<file path="src/shared/codec_dma_defs.svh">
`ifndef CODEC_DMA_DEFS_SVH
`define CODEC_DMA_DEFS_SVH

// direct register offsets
`define CDP_OFF_INDEX 2'h0
`define CDP_OFF_IDATA 2'h1
`define CDP_OFF_STATUS 2'h2
`define CDP_OFF_DATA 2'h3

// index register values
`define CDP_INDEX_RESET 8'h40
`define CDP_INDEX_BUSY 8'h80

// indirect register indices
`define CDP_IDX_FORMAT 5'h08
`define CDP_IDX_IFCFG 5'h09
`define CDP_IDX_MODEID 5'h0c
`define CDP_IDX_COMPAT 5'h19
`define CDP_IDX_CAPFMT 5'h1c

// field positions, masks and fixed read values
`define CDP_PEN_BIT 0
`define CDP_CEN_BIT 1
`define CDP_SDC_BIT 2
`define CDP_IFCFG_ENABLES 8'h03
`define CDP_FMT_WIDE_BIT 6
`define CDP_FMT_STEREO_BIT 4
`define CDP_MODE_HI_BIT 6
`define CDP_MODE_LO_BIT 5
`define CDP_MODEID_WMASK 8'h60
`define CDP_MODEID_FIXED 8'h8a
`define CDP_COMPAT_VALUE 8'h03

`endif

</file>
<file path="src/shared/codec_dma_pkg.sv">
package codec_dma_pkg;

   typedef enum logic {XF_IDLE, XF_ACTIVE} xfer_state_t;

   typedef struct packed {
      logic [1:0] idx;
      logic done;
   } seq_state_t;

   typedef struct packed {
      logic mode_change_enable;
      logic transfer_request_disable;
      logic [4:0] index;
      logic [31:0][7:0] ireg;
      logic int_flag;
      logic sample_error;
      xfer_state_t play_st;
      xfer_state_t cap_st;
      logic [31:0] play_data;
      logic [31:0] play_sample;
      logic play_valid;
      logic [31:0] cap_data;
      logic cap_fresh;
      logic iow_q;
      logic ior_q;
      logic [7:0] rd_data;
   } port_state_t;

endpackage

</file>
<file path="src/sample_byte_seq.sv">
`timescale 1ns/1ps
`include "codec_dma_defs.svh"

// walks the bytes of one sample: left before right, lower before upper
module sample_byte_seq
   import codec_dma_pkg::*;
(
   // clock and reset
   input wire logic i_core_clk,
   input wire logic i_srst,
   // sample format
   input wire logic i_wide,
   input wire logic i_stereo,
   // control
   input wire logic i_clear,
   input wire logic i_step,
   // position
   output logic [1:0] o_index,
   output logic o_last,
   output logic o_done,
   output logic o_side,
   output logic o_half
);

   seq_state_t s;
   seq_state_t next_s;
   logic [1:0] last_idx;

   // wide stereo ends on the fourth byte, wide mono or narrow stereo on the second
   assign last_idx = {i_wide & i_stereo, i_wide | i_stereo};
   assign o_index = s.idx;
   assign o_last = (s.idx == last_idx);
   assign o_done = s.done;
   assign o_half = i_wide ? s.idx[0] : 1'b1;
   assign o_side = i_stereo ? ~(i_wide ? s.idx[1] : s.idx[0]) : 1'b1;

   always_comb
   begin
      next_s = s;
      if (i_clear)
      begin
         next_s.idx = 2'h0;
         next_s.done = 1'b0;
      end
      else if (i_step && !s.done)
      begin
         if (o_last)
         begin
            next_s.done = 1'b1;
         end
         else
         begin
            next_s.idx = s.idx + 2'h1;
         end
      end
   end

   always_ff @(posedge i_core_clk)
   begin
      if (i_srst)
      begin
         s <= '0;
      end
      else
      begin
         s <= next_s;
      end
   end

endmodule

</file>
<file path="src/codec_dma_host_port.sv">
`timescale 1ns/1ps
`include "codec_dma_defs.svh"

module codec_dma_host_port
   import codec_dma_pkg::*;
(
   // clock and reset
   input wire logic i_core_clk,
   input wire logic i_srst,
   // host bus
   input wire logic [11:0] i_addr,
   input wire logic i_aen,
   input wire logic i_ior_n,
   input wire logic i_iow_n,
   input wire logic [7:0] i_data,
   output logic [7:0] o_data,
   output logic o_data_oe,
   // dma request and acknowledge pairs
   output logic o_drq0,
   output logic o_drq1,
   input wire logic i_dack0_n,
   input wire logic i_dack1_n,
   // configuration
   input wire logic [11:0] i_codec_base,
   input wire logic i_dual_dma,
   input wire logic i_init_busy,
   input wire logic i_software_power_down,
   // converter side
   input wire logic i_play_need,
   input wire logic i_cap_valid,
   input wire logic [31:0] i_cap_sample,
   input wire logic i_int_event,
   input wire logic i_sample_error,
   output logic [31:0] o_play_sample,
   output logic o_play_valid,
   output logic o_dac_mute,
   output logic o_int_status
);

   port_state_t s;
   port_state_t next_s;

   logic dack0;
   logic dack1;
   logic any_dack;
   logic iow_rise;
   logic ior_rise;
   logic pio_sel;
   logic blocked;
   logic single;
   logic mode1;
   logic holdoff;
   logic play_active;
   logic cap_active;
   logic play_dack;
   logic cap_dack;
   logic dma_play_wr;
   logic dma_cap_rd;
   logic pio_play_wr;
   logic pio_cap_rd;
   logic status_rd;
   logic play_start;
   logic cap_start;
   logic [4:0] eff_index;
   logic [7:0] cap_fmt;
   logic [1:0] play_idx;
   logic play_last;
   logic play_done;
   logic play_side;
   logic play_half;
   logic [1:0] cap_idx;
   logic cap_last;
   logic cap_done;
   logic cap_side;
   logic cap_half;
   logic play_step;
   logic cap_step;
   logic [7:0] cap_byte;

   // =====================================================
   // helpers
   // =====================================================
   function automatic logic [7:0] write_mask(input logic [4:0] idx, input logic mode_change_enable);
      logic [7:0] m;
      m = 8'hff;
      if (idx == `CDP_IDX_FORMAT || idx == `CDP_IDX_CAPFMT)
      begin
         m = mode_change_enable ? 8'hff : 8'h00;
      end
      else if (idx == `CDP_IDX_IFCFG)
      begin
         m = mode_change_enable ? 8'hff : `CDP_IFCFG_ENABLES;
      end
      else if (idx == `CDP_IDX_MODEID)
      begin
         m = `CDP_MODEID_WMASK;
      end
      else if (idx == `CDP_IDX_COMPAT)
      begin
         m = 8'h00;
      end
      return m;
   endfunction

   function automatic logic [7:0] read_ireg(input logic [4:0] idx, input logic [7:0] value);
      logic [7:0] r;
      r = value;
      if (idx == `CDP_IDX_MODEID)
      begin
         r = (value & `CDP_MODEID_WMASK) | `CDP_MODEID_FIXED;
      end
      else if (idx == `CDP_IDX_COMPAT)
      begin
         r = `CDP_COMPAT_VALUE;
      end
      return r;
   endfunction

   // =====================================================
   // bus cycle decode
   // =====================================================
   assign dack0 = ~i_dack0_n;
   assign dack1 = ~i_dack1_n;
   assign any_dack = dack0 | dack1;
   assign iow_rise = ~s.iow_q & i_iow_n;
   assign ior_rise = ~s.ior_q & i_ior_n;
   // acknowledged cycles never look at the address
   assign pio_sel = ~i_aen & ~any_dack & (i_addr[11:2] == i_codec_base[11:2]);
   assign blocked = i_init_busy | i_software_power_down;
   assign single = s.ireg[`CDP_IDX_IFCFG][`CDP_SDC_BIT] | ~i_dual_dma;
   assign mode1 = ~s.ireg[`CDP_IDX_MODEID][`CDP_MODE_HI_BIT]
      & ~s.ireg[`CDP_IDX_MODEID][`CDP_MODE_LO_BIT];
   assign eff_index = mode1 ? {1'b0, s.index[3:0]} : s.index;
   assign holdoff = s.transfer_request_disable & s.int_flag;
   assign play_active = (s.play_st == XF_ACTIVE);
   assign cap_active = (s.cap_st == XF_ACTIVE);

   // dma routing onto the two request pairs
   assign play_dack = dack0 & play_active;
   assign cap_dack = cap_active & (single ? dack0 : dack1);
   assign dma_play_wr = play_dack & i_aen & iow_rise;
   assign dma_cap_rd = cap_dack & i_aen & ior_rise;
   assign pio_play_wr = pio_sel & iow_rise & (i_addr[1:0] == `CDP_OFF_DATA);
   assign pio_cap_rd = pio_sel & ior_rise & (i_addr[1:0] == `CDP_OFF_DATA);
   assign status_rd = pio_sel & ior_rise & (i_addr[1:0] == `CDP_OFF_STATUS);

   // a new transfer only starts with no sample in flight
   assign play_start = ~play_active & s.ireg[`CDP_IDX_IFCFG][`CDP_PEN_BIT]
      & i_play_need & ~holdoff;
   assign cap_start = ~cap_active & s.ireg[`CDP_IDX_IFCFG][`CDP_CEN_BIT]
      & s.cap_fresh & ~holdoff
      & (~single | (~play_active & ~play_start));

   assign play_step = dma_play_wr | pio_play_wr;
   assign cap_step = dma_cap_rd | pio_cap_rd;
   assign cap_fmt = mode1 ? s.ireg[`CDP_IDX_FORMAT] : s.ireg[`CDP_IDX_CAPFMT];
   assign cap_byte = s.cap_data[{cap_idx, 3'h0} +: 8];

   // =====================================================
   // sample byte trackers
   // =====================================================
   sample_byte_seq u_play_seq
   (
      .i_core_clk(i_core_clk),
      .i_srst(i_srst),
      .i_wide(s.ireg[`CDP_IDX_FORMAT][`CDP_FMT_WIDE_BIT]),
      .i_stereo(s.ireg[`CDP_IDX_FORMAT][`CDP_FMT_STEREO_BIT]),
      .i_clear(play_start | (status_rd & play_done)),
      .i_step(play_step),
      .o_index(play_idx),
      .o_last(play_last),
      .o_done(play_done),
      .o_side(play_side),
      .o_half(play_half)
   );

   sample_byte_seq u_cap_seq
   (
      .i_core_clk(i_core_clk),
      .i_srst(i_srst),
      .i_wide(cap_fmt[`CDP_FMT_WIDE_BIT]),
      .i_stereo(cap_fmt[`CDP_FMT_STEREO_BIT]),
      .i_clear(i_cap_valid),
      .i_step(cap_step),
      .o_index(cap_idx),
      .o_last(cap_last),
      .o_done(cap_done),
      .o_side(cap_side),
      .o_half(cap_half)
   );

   // =====================================================
   // next state
   // =====================================================
   always_comb
   begin
      next_s = s;
      next_s.iow_q = i_iow_n;
      next_s.ior_q = i_ior_n;
      next_s.play_valid = 1'b0;

      // register writes
      if (pio_sel && iow_rise)
      begin
         case (i_addr[1:0])
            `CDP_OFF_INDEX:
            begin
               if (!blocked)
               begin
                  next_s.mode_change_enable = i_data[6];
                  next_s.transfer_request_disable = i_data[5];
                  next_s.index = i_data[4:0];
               end
            end
            `CDP_OFF_IDATA:
            begin
               next_s.ireg[eff_index] = (s.ireg[eff_index] & ~write_mask(eff_index, s.mode_change_enable))
                  | (i_data & write_mask(eff_index, s.mode_change_enable));
            end
            `CDP_OFF_STATUS:
            begin
               next_s.int_flag = 1'b0;
               next_s.sample_error = 1'b0;
            end
            default:
            begin
               next_s.int_flag = s.int_flag;
            end
         endcase
      end

      // hardware set wins over a clearing write
      if (i_int_event)
      begin
         next_s.int_flag = 1'b1;
      end
      if (i_sample_error)
      begin
         next_s.sample_error = 1'b1;
      end

      // playback byte assembly
      if (play_step && !play_done)
      begin
         next_s.play_data[{play_idx, 3'h0} +: 8] = i_data;
         if (play_last)
         begin
            next_s.play_sample = next_s.play_data;
            next_s.play_valid = 1'b1;
         end
      end

      // playback transfer: request stays up until the sample is complete
      case (s.play_st)
         XF_IDLE:
         begin
            if (play_start)
            begin
               next_s.play_st = XF_ACTIVE;
            end
         end
         XF_ACTIVE:
         begin
            if (dma_play_wr && play_last)
            begin
               next_s.play_st = XF_IDLE;
            end
         end
         default:
         begin
            next_s.play_st = XF_IDLE;
         end
      endcase

      // capture transfer
      case (s.cap_st)
         XF_IDLE:
         begin
            if (cap_start)
            begin
               next_s.cap_st = XF_ACTIVE;
            end
         end
         XF_ACTIVE:
         begin
            if (dma_cap_rd && cap_last)
            begin
               next_s.cap_st = XF_IDLE;
            end
         end
         default:
         begin
            next_s.cap_st = XF_IDLE;
         end
      endcase

      // capture data freshness; a new sample wins over the last read
      if (cap_step && cap_last && !cap_done)
      begin
         next_s.cap_fresh = 1'b0;
      end
      if (i_cap_valid)
      begin
         next_s.cap_data = i_cap_sample;
         next_s.cap_fresh = 1'b1;
      end

      // read data, sampled every cycle
      if (cap_dack)
      begin
         next_s.rd_data = cap_byte;
      end
      else
      begin
         case (i_addr[1:0])
            `CDP_OFF_INDEX:
            begin
               next_s.rd_data = blocked ? `CDP_INDEX_BUSY
                  : {1'b0, s.mode_change_enable, s.transfer_request_disable, s.index};
            end
            `CDP_OFF_IDATA:
            begin
               next_s.rd_data = read_ireg(eff_index, s.ireg[eff_index]);
            end
            `CDP_OFF_STATUS:
            begin
               next_s.rd_data = {cap_half, cap_side, s.cap_fresh, s.sample_error,
                  play_half, play_side, ~play_done, s.int_flag};
            end
            default:
            begin
               next_s.rd_data = cap_byte;
            end
         endcase
      end
   end

   // =====================================================
   // state register
   // =====================================================
   always_ff @(posedge i_core_clk)
   begin
      if (i_srst)
      begin
         s <= '0;
         s.mode_change_enable <= 1'(`CDP_INDEX_RESET >> 6);
         s.iow_q <= 1'b1;
         s.ior_q <= 1'b1;
         s.play_st <= XF_IDLE;
         s.cap_st <= XF_IDLE;
      end
      else
      begin
         s <= next_s;
      end
   end

   // =====================================================
   // outputs
   // =====================================================
   assign o_drq0 = play_active | (single & cap_active);
   assign o_drq1 = ~single & cap_active;
   assign o_data = s.rd_data;
   assign o_data_oe = ~i_ior_n & (pio_sel | cap_dack);
   assign o_play_sample = s.play_sample;
   assign o_play_valid = s.play_valid;
   assign o_dac_mute = s.mode_change_enable;
   assign o_int_status = s.int_flag;

endmodule

</file>
<file path="config.mk">
export PLATFORM = sky130hd
export DESIGN_NAME = codec_dma_host_port
export DESIGN_NICKNAME = d
export VERILOG_FILES = /design/src/shared/codec_dma_pkg.sv /design/src/sample_byte_seq.sv /design/src/codec_dma_host_port.sv
export VERILOG_INCLUDE_DIRS = /design/src /design/src/shared
export SDC_FILE = /design/constraint.sdc
export NUM_CORES = 1
export LEC_CHECK = 0
export ABC_CLOCK_PERIOD_IN_PS = 2700
export BUFFER_PORTS_ARGS = -buffer_cell sky130_fd_sc_hd__buf_4
export CAP_MARGIN = 20
export CORE_UTILIZATION = 50
export CTS_CLUSTER_SIZE = 10
export DETAILED_ROUTE_END_ITERATION = 12
export GPL_TIMING_DRIVEN = 0
export HOLD_SLACK_MARGIN = 0.1
export PLACE_DENSITY = 0.76
export SLEW_MARGIN = 20
export SYNTH_ARGS = -nofsm -noshare
export SYNTH_HDL_FRONTEND = slang
export SYNTH_SLANG_ARGS = --single-unit
</file>
<file path="constraint.sdc">
create_clock -name i_core_clk -period 2.7 [get_ports i_core_clk]
set_clock_uncertainty 0.15 [all_clocks]
set_input_delay 0.405 -clock i_core_clk [delete_from_list [all_inputs] [get_ports i_core_clk]]
set_output_delay 0.405 -clock i_core_clk [all_outputs]
set_load 0.1 [all_outputs]
</file>
==> results of run 1 <==
## logic make-up (layout without fill, tap and decap cells)
group	count (synthesis)	in the layout
AND/OR/NAND/NOR	572	572
adder cells (fa/ha/maj)	5	5
buffers and inverters	203	498
multiplexers	167	167
XOR/XNOR	14	14
flip-flops	381	381
AO/OA/AOI/OAI	410	410
## worst max-delay path by stage
stage	depth (start not counted)	start	to	slack, ns
global route	5	u_play_seq.o_index[0]$_SDFFE_PP0P_	s[78]$_SDFFE_PP0N_	-0.19
global placement	9	s[369]$_SDFFE_PP0P_	s[310]$_SDFFE_PP0P_	-1.75
floorplan	9	s[369]$_SDFFE_PP0P_	s[177]$_SDFFE_PP0P_	0.03
finish	10	s[368]$_SDFFE_PP0P_	s[336]$_SDFFE_PP0P_	-0.16
CTS	10	s[368]$_SDFFE_PP0P_	o_data[2]$_SDFF_PP0_	-0.09
detailed placement	9	s[369]$_SDFFE_PP0P_	s[326]$_SDFFE_PP0P_	-1.75
## where the power goes
group          total [W]  switching [W]  internal [W]
clock network    0.00539        0.00234       0.00305
logic           0.000810       0.000516      0.000294
registers        0.00569      0.0000257       0.00566
## flip-flops by register name, indices dropped and copies added, names as in the netlist
register and count:
cap_active 1, u_play_seq.o_done 1, o_data 8, play_active 1, u_cap_seq.o_done 1, o_dac_mute 1, o_play_valid 1, u_cap_seq.o_index 2
s 330, o_play_sample 32, u_play_seq.o_index 2, o_int_status 1
## final cells by class
cell class | instances | area (µm²) | area share
Multi-Input combinational cell | 1168 | 8651 | 0.3988
Sequential cell | 381 | 7641 | 0.3523
Timing Repair Buffer | 245 | 2271 | 0.1047
Buffer | 187 | 1295 | 0.05970
Clock buffer | 50 | 1165 | 0.05370
Tap cell | 442 | 553.0 | 0.02550
Clock inverter | 6 | 77.57 | 0.003576
Inverter | 10 | 37.54 | 0.001731
## repair_timing
item                                   CTS  global route
setup endpoints to repair              271           279
resized for setup                      175           236
buffers inserted                        47            27
endpoints found under the hold margin   45             0
pin swaps                               19            92
gates cloned                             4             8
hold buffers                            43             0
## through the flow
stage	worst slack (ns)	util	total power (W)	cell area [µm²]
2_1_floorplan	0.03240	-	0.006108	16650
3_3_place_gp	-1.752	0.5545	0.006387	18090
3_5_place_dp	-1.747	0.5553	0.006399	18110
4_1_cts	-0.09179	0.6387	0.01176	20830
5_1_grt	-0.1867	0.6650	0.01213	21690
6_report	-0.1638	0.6650	0.01189	21690
## worst reg2reg max path: cells and delay by family, from the launching register on
family                 cells  cell delay, ns
muxes                      2            0.94
AOI/OAI and AO/OA          3            0.53
DFF                        1            0.38
buffers and inverters      5            0.76
## layout by cell type (no fill, tap or decap), drive strengths merged, types with 58 or more instances in the layout
cell type,n
a211oi,68
buf,289
clkbuf,150
dfxtp,381
mux2i,92
mux4,72
nand3,238
nor2,150
nor2b,58
o21ai,227
## layer usage
| layer | track usage | vias to the layer above |
|---|---|---|
| met3 | 0.09405 | 361 |
| li1 | - | 6903 |
| met1 | 0.4459 | 7676 |
| met4 | 0.2293 | 2 |
| met2 | 0.5656 | 1209 |
| met5 | 0 | - |
==> results.toml, run 1 <==
[status]
run_status = "finished, violations left"
violations = "negative setup slack"

[critical_path]
cp-start-kind = "register"
critical_path.n_buffers_inverters = 5
worst_ep_required_time_ns = 2.98
regToRegStartpoint = "s[368]$_SDFFE_PP0P_"
critical-path-top-delay-family = "multiplexers"
r2r_cells = 10
worst_r2r_endpoint = "s[336]$_SDFFE_PP0P_"
cp.arrival_ns = 3.14
cp_cell_sequence = "buf_12 > buf_12 > buf_4 > mux4_1 > mux2i_2 > o221ai_4 > a32oi_4 > buf_8 > clkbuf_16 > o21ai_2"
worst_path_most_repeated_cell = "buf_12"
crit_slowest_cell = "mux4_1"
worstSetupEndpointType = "register"
regToRegSetupSlack_ns = -0.16
timing_worst_setup_path_type = "register to register"
worst-path-max-fanout = 5
slowest_delay_ns = 0.66

[clock_network]
clk_transition_reported_paths_ns = 0.05
clockRootBuffer = "clkbuf_16"
clock-sinks = 381
later_pin_clock_latency_in_the_skew_report_ns = 0.58
clock_tree.buffer_depth = 3
htree_num_levels = 2
tritoncts = "built"
cts-buffers-inserted = 45

[power]
p_per_area_mw_per_mm2 = 548.1
static-leakage-power_nw = 8.178
max_vdd_drop_mv = 0.4588

[global_route]
grt_antenna_before_repair = 1
grt_max_degree = 16
grt_pass1_wl_um = 91450
grt-ovfl-total = 0
number_of_global_route_vias_before_repair = 15260
gr-usage-all-layers = 0.3625

[synth]
number_of_register_bits_inferred_by_synthesis = 381
post_synth.cell_area_avg_um2 = 9.493
synthesis.yosys.warnings = 0
netlist-cell-type-count = 64
synthesis.area_mm2 = 0.01663
synth_compound_gate_area_share = 0.1438
asyncSetResetFlopFracSynth = 0
yosys.cell_count.top_type = "dfxtp_1"
post-synth-top-area-fraction = 0.4586
synth_enable_flop_cells = 0
synthTopCellsByCount = "381 x dfxtp_1, 238 x nand3_1, 224 x o21ai_0"
synth_xor_xnor_area_share = 0.007373
synth.yosys.seq_area_share = 0.4586
synthFlopType = "dfxtp_1"
synth_area_leader_cell = "dfxtp_1"
post_synth_inst_count = 1752
yosys-top-cells-area = "dfxtp_1 46%, mux4_2 8.3%, nand3_1 7.2%"
synthSimpleGateAreaFrac = 0.1684
synth_adder_area_share = 0.003762
dominant_combinational_cell_family_by_area_after_synthesis = "simple AND/OR/NAND/NOR gates"
synth_fp_nets = 1835
synthMuxAreaShare = 0.1576

[detailed_routing]
detailedRoute.firstPassIterationCount = 6
detail_route.wirelength.met1_um = 23520
overall_routed_net_length_um = 64650
detail-route-antenna-nets = 0
route.met3.wl_um = 7756
detailroute.via_count = 16150
highest-signal-layer = "met5"
detail_route.vias_per_cell = 6.489
route.detailed.wl_per_inst_um = 25.98
remaining_drc_errors = 0
drt_iter0_drc = 2071
met2WireLength_um = 28600

[die]
ios = 124
floorplan.initialDensity = 0.5099
placementRows = 66
design.die.area_mm2 = 0.03400
core_area_mm2 = 0.03262
dieWidth_um = 184.4
die_h_um = 184.4

[timing]
worst_pin_slew_ns = 0.9506
rsz0062_at_grt = "true"
fmax_ghz = 0.3492
finalMaxSlewViolations = 0
finalHoldViolCount = 0
fin_worst_hold_slack_ns = 0.1212
final_critical_path_setup_slack_ns = -0.1638
final.setup.tns_ns = -5.984
min_period_ns = 2.864
post-route-period-util = 1.061
slew_headroom = 0.3614
finalSetupViolCount = 87

[worst_hold_path]
holdPathStages = 3
holdPathEnd = "o_data[7]$_SDFF_PP0_"
holdCritPathClass = "input port to register"
min-delay-start = "i_addr[1]"

[placed_design]
dp_hpwl_um = 41820
gp_congestion = 1.017
placed_cells_incl_taps = 2312
port_buffers = 118

[layout]
diodes = 0
drive_above_1_share = 0.2868
stdcell_count = 2489
syn2layout_area_growth_pct = 30.42
final_net_count = 2121
fillers = 2484

[job]
cap_violations = 0
Power figures use the tool's default switching activity.
==> run 2, diff against run 1 <==
--- a/config.mk
+++ b/config.mk
@@ -6,7 +6,8 @@
 export SDC_FILE = /design/constraint.sdc
 export NUM_CORES = 1
 export LEC_CHECK = 0
-export ABC_CLOCK_PERIOD_IN_PS = 2700
+export ABC_AREA = 1
+export ABC_CLOCK_PERIOD_IN_PS = 3200
 export BUFFER_PORTS_ARGS = -buffer_cell sky130_fd_sc_hd__buf_4
 export CAP_MARGIN = 20
 export CORE_UTILIZATION = 50
@@ -14,7 +15,7 @@
 export DETAILED_ROUTE_END_ITERATION = 12
 export GPL_TIMING_DRIVEN = 0
 export HOLD_SLACK_MARGIN = 0.1
-export PLACE_DENSITY = 0.76
+export PLACE_DENSITY = 0.73
 export SLEW_MARGIN = 20
 export SYNTH_ARGS = -nofsm -noshare
 export SYNTH_HDL_FRONTEND = slang
==> constraint.sdc (replaced) <==
create_clock -name i_core_clk -period 3.2 [get_ports i_core_clk]
set_clock_uncertainty 0.15 [all_clocks]
set_input_delay 0.48 -clock i_core_clk [delete_from_list [all_inputs] [get_ports i_core_clk]]
set_output_delay 0.48 -clock i_core_clk [all_outputs]
set_load 0.1 [all_outputs]
==> results.toml, run 2 <==
[status]
run_status = "finished, final reports clean"

[global_route]
grt_pass1_wl_um = 113300
gr-usage-all-layers = 0.3656
grt_max_degree = 12
number_of_global_route_vias_before_repair = 20100
grt_antenna_before_repair = 1
grt-ovfl-total = 0

[die]
ios = 124
floorplan.initialDensity = 0.5085
design.die.area_mm2 = 0.04029
die_h_um = 200.7
placementRows = 72
dieWidth_um = 200.7
core_area_mm2 = 0.03883

[placed_design]
port_buffers = 120
dp_hpwl_um = 53010
gp_congestion = 1.020

[timing]
finalHoldViolCount = 0
post-route-period-util = 0.9775
rsz0062_at_grt = "false"
min_period_ns = 3.128
finalSetupViolCount = 0
finalMaxSlewViolations = 0
fmax_ghz = 0.3197
slew_headroom = 0.2960
worst_pin_slew_ns = 1.056
fin_worst_hold_slack_ns = 0.1397
final.setup.tns_ns = 0

[critical_path]
worst-path-max-fanout = 10
timing_worst_setup_path_type = "register to register"
regToRegSetupSlack_ns = 0.07
regToRegStartpoint = "s[368]$_SDFFE_PP0P_"
worst_ep_required_time_ns = 3.52
slowest_delay_ns = 0.37
cp-start-kind = "register"
cp.arrival_ns = 3.45
worst_path_most_repeated_cell = "nand2_1"
r2r_cells = 13
cp_cell_sequence = "buf_6 > nand2_2 > clkbuf_4 > nor2_1 > a21oi_1 > nand2_1 > nand2_1 > nand2_1 > nor2_2 > nand4_4 > buf_4 > a21oi_1 > nor2_1"
worst_r2r_endpoint = "s[142]$_SDFFE_PP0P_"
crit_slowest_cell = "dfxtp_2"
worstSetupEndpointType = "register"

[synth]
post-synth-top-area-fraction = 0.3863
synth.yosys.seq_area_share = 0.3863
synth_enable_flop_cells = 0
synthFlopType = "dfxtp_1"
asyncSetResetFlopFracSynth = 0
synthTopCellsByCount = "877 x nand2_1, 748 x nor2_1, 391 x inv_1"
yosys.cell_count.top_type = "nand2_1"
synth_fp_nets = 3291
number_of_register_bits_inferred_by_synthesis = 381
netlist-cell-type-count = 39
yosys-top-cells-area = "dfxtp_1 39%, nand2_1 17%, nor2_1 14%"
post_synth.cell_area_avg_um2 = 6.155
synthesis.yosys.warnings = 0
post_synth_inst_count = 3208
synth_area_leader_cell = "dfxtp_1"
synthesis.area_mm2 = 0.01974

[detailed_routing]
detail-route-antenna-nets = 0
detailedRoute.firstPassIterationCount = 8
route.detailed.wl_per_inst_um = 18.78
remaining_drc_errors = 0
detailroute.via_count = 21100
overall_routed_net_length_um = 74300
drt_iter0_drc = 1962
detail_route.vias_per_cell = 5.333

[layout]
layout.core_utilization = 0.5944
highest_count_cells_in_the_layout_ignoring_fill_and_taps = "877 x nand2_1, 746 x nor2_1, 391 x inv_1, 380 x dfxtp_1, 264 x a21oi_1"
drive_above_1_share = 0.09715
commonest_non_fill_non_tap_cell_in_the_layout = "nand2_1"
top_register = "s"
largest_reg_flops = 330
final_net_count = 3507
syn2layout_area_growth_pct = 16.88
diodes = 0

[clock_network]
clockRootBuffer = "clkbuf_16"
tritoncts = "built"
clk_transition_reported_paths_ns = 0.06
clock_tree.buffer_depth = 3
htree_num_levels = 2
cts-buffers-inserted = 45
later_pin_clock_latency_in_the_skew_report_ns = 0.61
clock-sinks = 381

[job]
cap_violations = 0

[power]
internal-power_w = 0.007661
static-leakage-power_nw = 11.38
p_per_area_mw_per_mm2 = 437.4
switching_share = 0.2411
max_vdd_drop_mv = 0.4924
seq_power_share = 0.476
share_clk_of_total_power = 0.467
relative_contribution_of_combinational_cells_to_total_power = 0.057
p_switching_w = 0.002434

[worst_hold_path]
min-delay-start = "i_dack0_n"
holdCritPathClass = "input port to register"
holdPathEnd = "play_active$_SDFF_PP0_"
holdPathStages = 5
## run 2: cell count changes in the layout (fill, tap and decap cells not counted), moves of 42 or more
cell	before	now
a21oi_1	54	264
mux4_2	68	0
buf_4	215	173
nand2_1	45	877
buf_2	7	49
nor2_1	146	746
nor2b_1	55	0
mux2i_1	79	0
o21ai_2	76	2
a211oi_1	68	4
nand3_1	230	65
inv_1	9	391
## run 2: repair_timing
item | in CTS | in global routing
hold endpoints to repair | 46 | 0
gates cloned | 0 | 0
pin swaps | 0 | 1
hold buffers | 46 | 0
endpoints found under the setup margin | 10 | 71
gates resized for setup | 1 | 11
buffers inserted | 0 | 3
## run 2: power groups by stage
stage | Sequential, W | Clock, W | Combinational [W]
finish | 0.00480 | 0.00471 | 0.000577
global route | 0.00480 | 0.00495 | 0.000609
CTS | 0.00480 | 0.00472 | 0.000558
floorplan | 0.00490 | 0 | 0.000281
global placement | 0.00490 | 0 | 0.000503
detailed placement | 0.00490 | 0 | 0.000509
## run 2: kinds of logic after synthesis
family / after synthesis / synth area share
DFF: 381 / 0.3863
buffers and inverters: 596 / 0.1309
xor gates and xnor gates: 7 / 0.003105
and+or+nand+nor: 1767 / 0.3562
AOI/OAI and AO/OA: 452 / 0.1203
adders and majority gates: 5 / 0.003169
## run 2: layer usage
layer | wire [µm] | part of all wire | GRT usage | vias to the layer above
li1 | - | - | - | 10200
met1 | 29410 | 0.40 | 0.4435 | 9635
met2 | 34140 | 0.46 | 0.6095 | 1034
met3 | 7180 | 0.097 | 0.08052 | 222
met4 | 3549 | 0.048 | 0.1843 | 2
met5 | 13 | 0.00017 | 0 | -
## run 2: area by class of cell
type / count / area (µm²)
clock inverter: 1 / 16.27
multi-input combinational: 2231 / 9547
buffer: 193 / 1082
inverter: 403 / 1518
clock buffer: 60 / 1254
timing repair buffer: 169 / 1384
sequential: 381 / 7629
tap: 518 / 648.1
fill: 3797 / 15750
## run 2: how the worst max path moves through the flow
stage,start,endpoint,cells after the start
detailed placement,s[369]$_SDFFE_PP0P_,s[302]$_SDFFE_PP0P_,13
global route,s[369]$_SDFFE_PP0P_,s[139]$_SDFFE_PP0P_,15
CTS,s[368]$_SDFFE_PP0P_,s[137]$_SDFFE_PP0P_,14
floorplan,i_codec_base[7],o_data_oe,7
global placement,s[369]$_SDFFE_PP0P_,s[358]$_SDFFE_PP0P_,13
finish,s[368]$_SDFFE_PP0P_,s[142]$_SDFFE_PP0P_,13
## run 2: through the flow
step                instance area, µm²  power (W)  worst slack, ns  instances
finish                           23080    0.01009          0.07188       3956
global route                     23080    0.01037          0.02973       3956
CTS                              23030    0.01008          0.03759       3953
detailed placement               21290   0.005414         -0.05538       3846
global placement                 21290   0.005407         -0.04302       3846
floorplan                        19740   0.005185          0.07214       3208
## run 2: critical path, delay by kind of cell, from the launching register on
kind / cells / cell delay, ns
compound gates: 2 / 0.33
simple gates: 8 / 1.36
flops: 1 / 0.37
buf+inv: 3 / 0.78
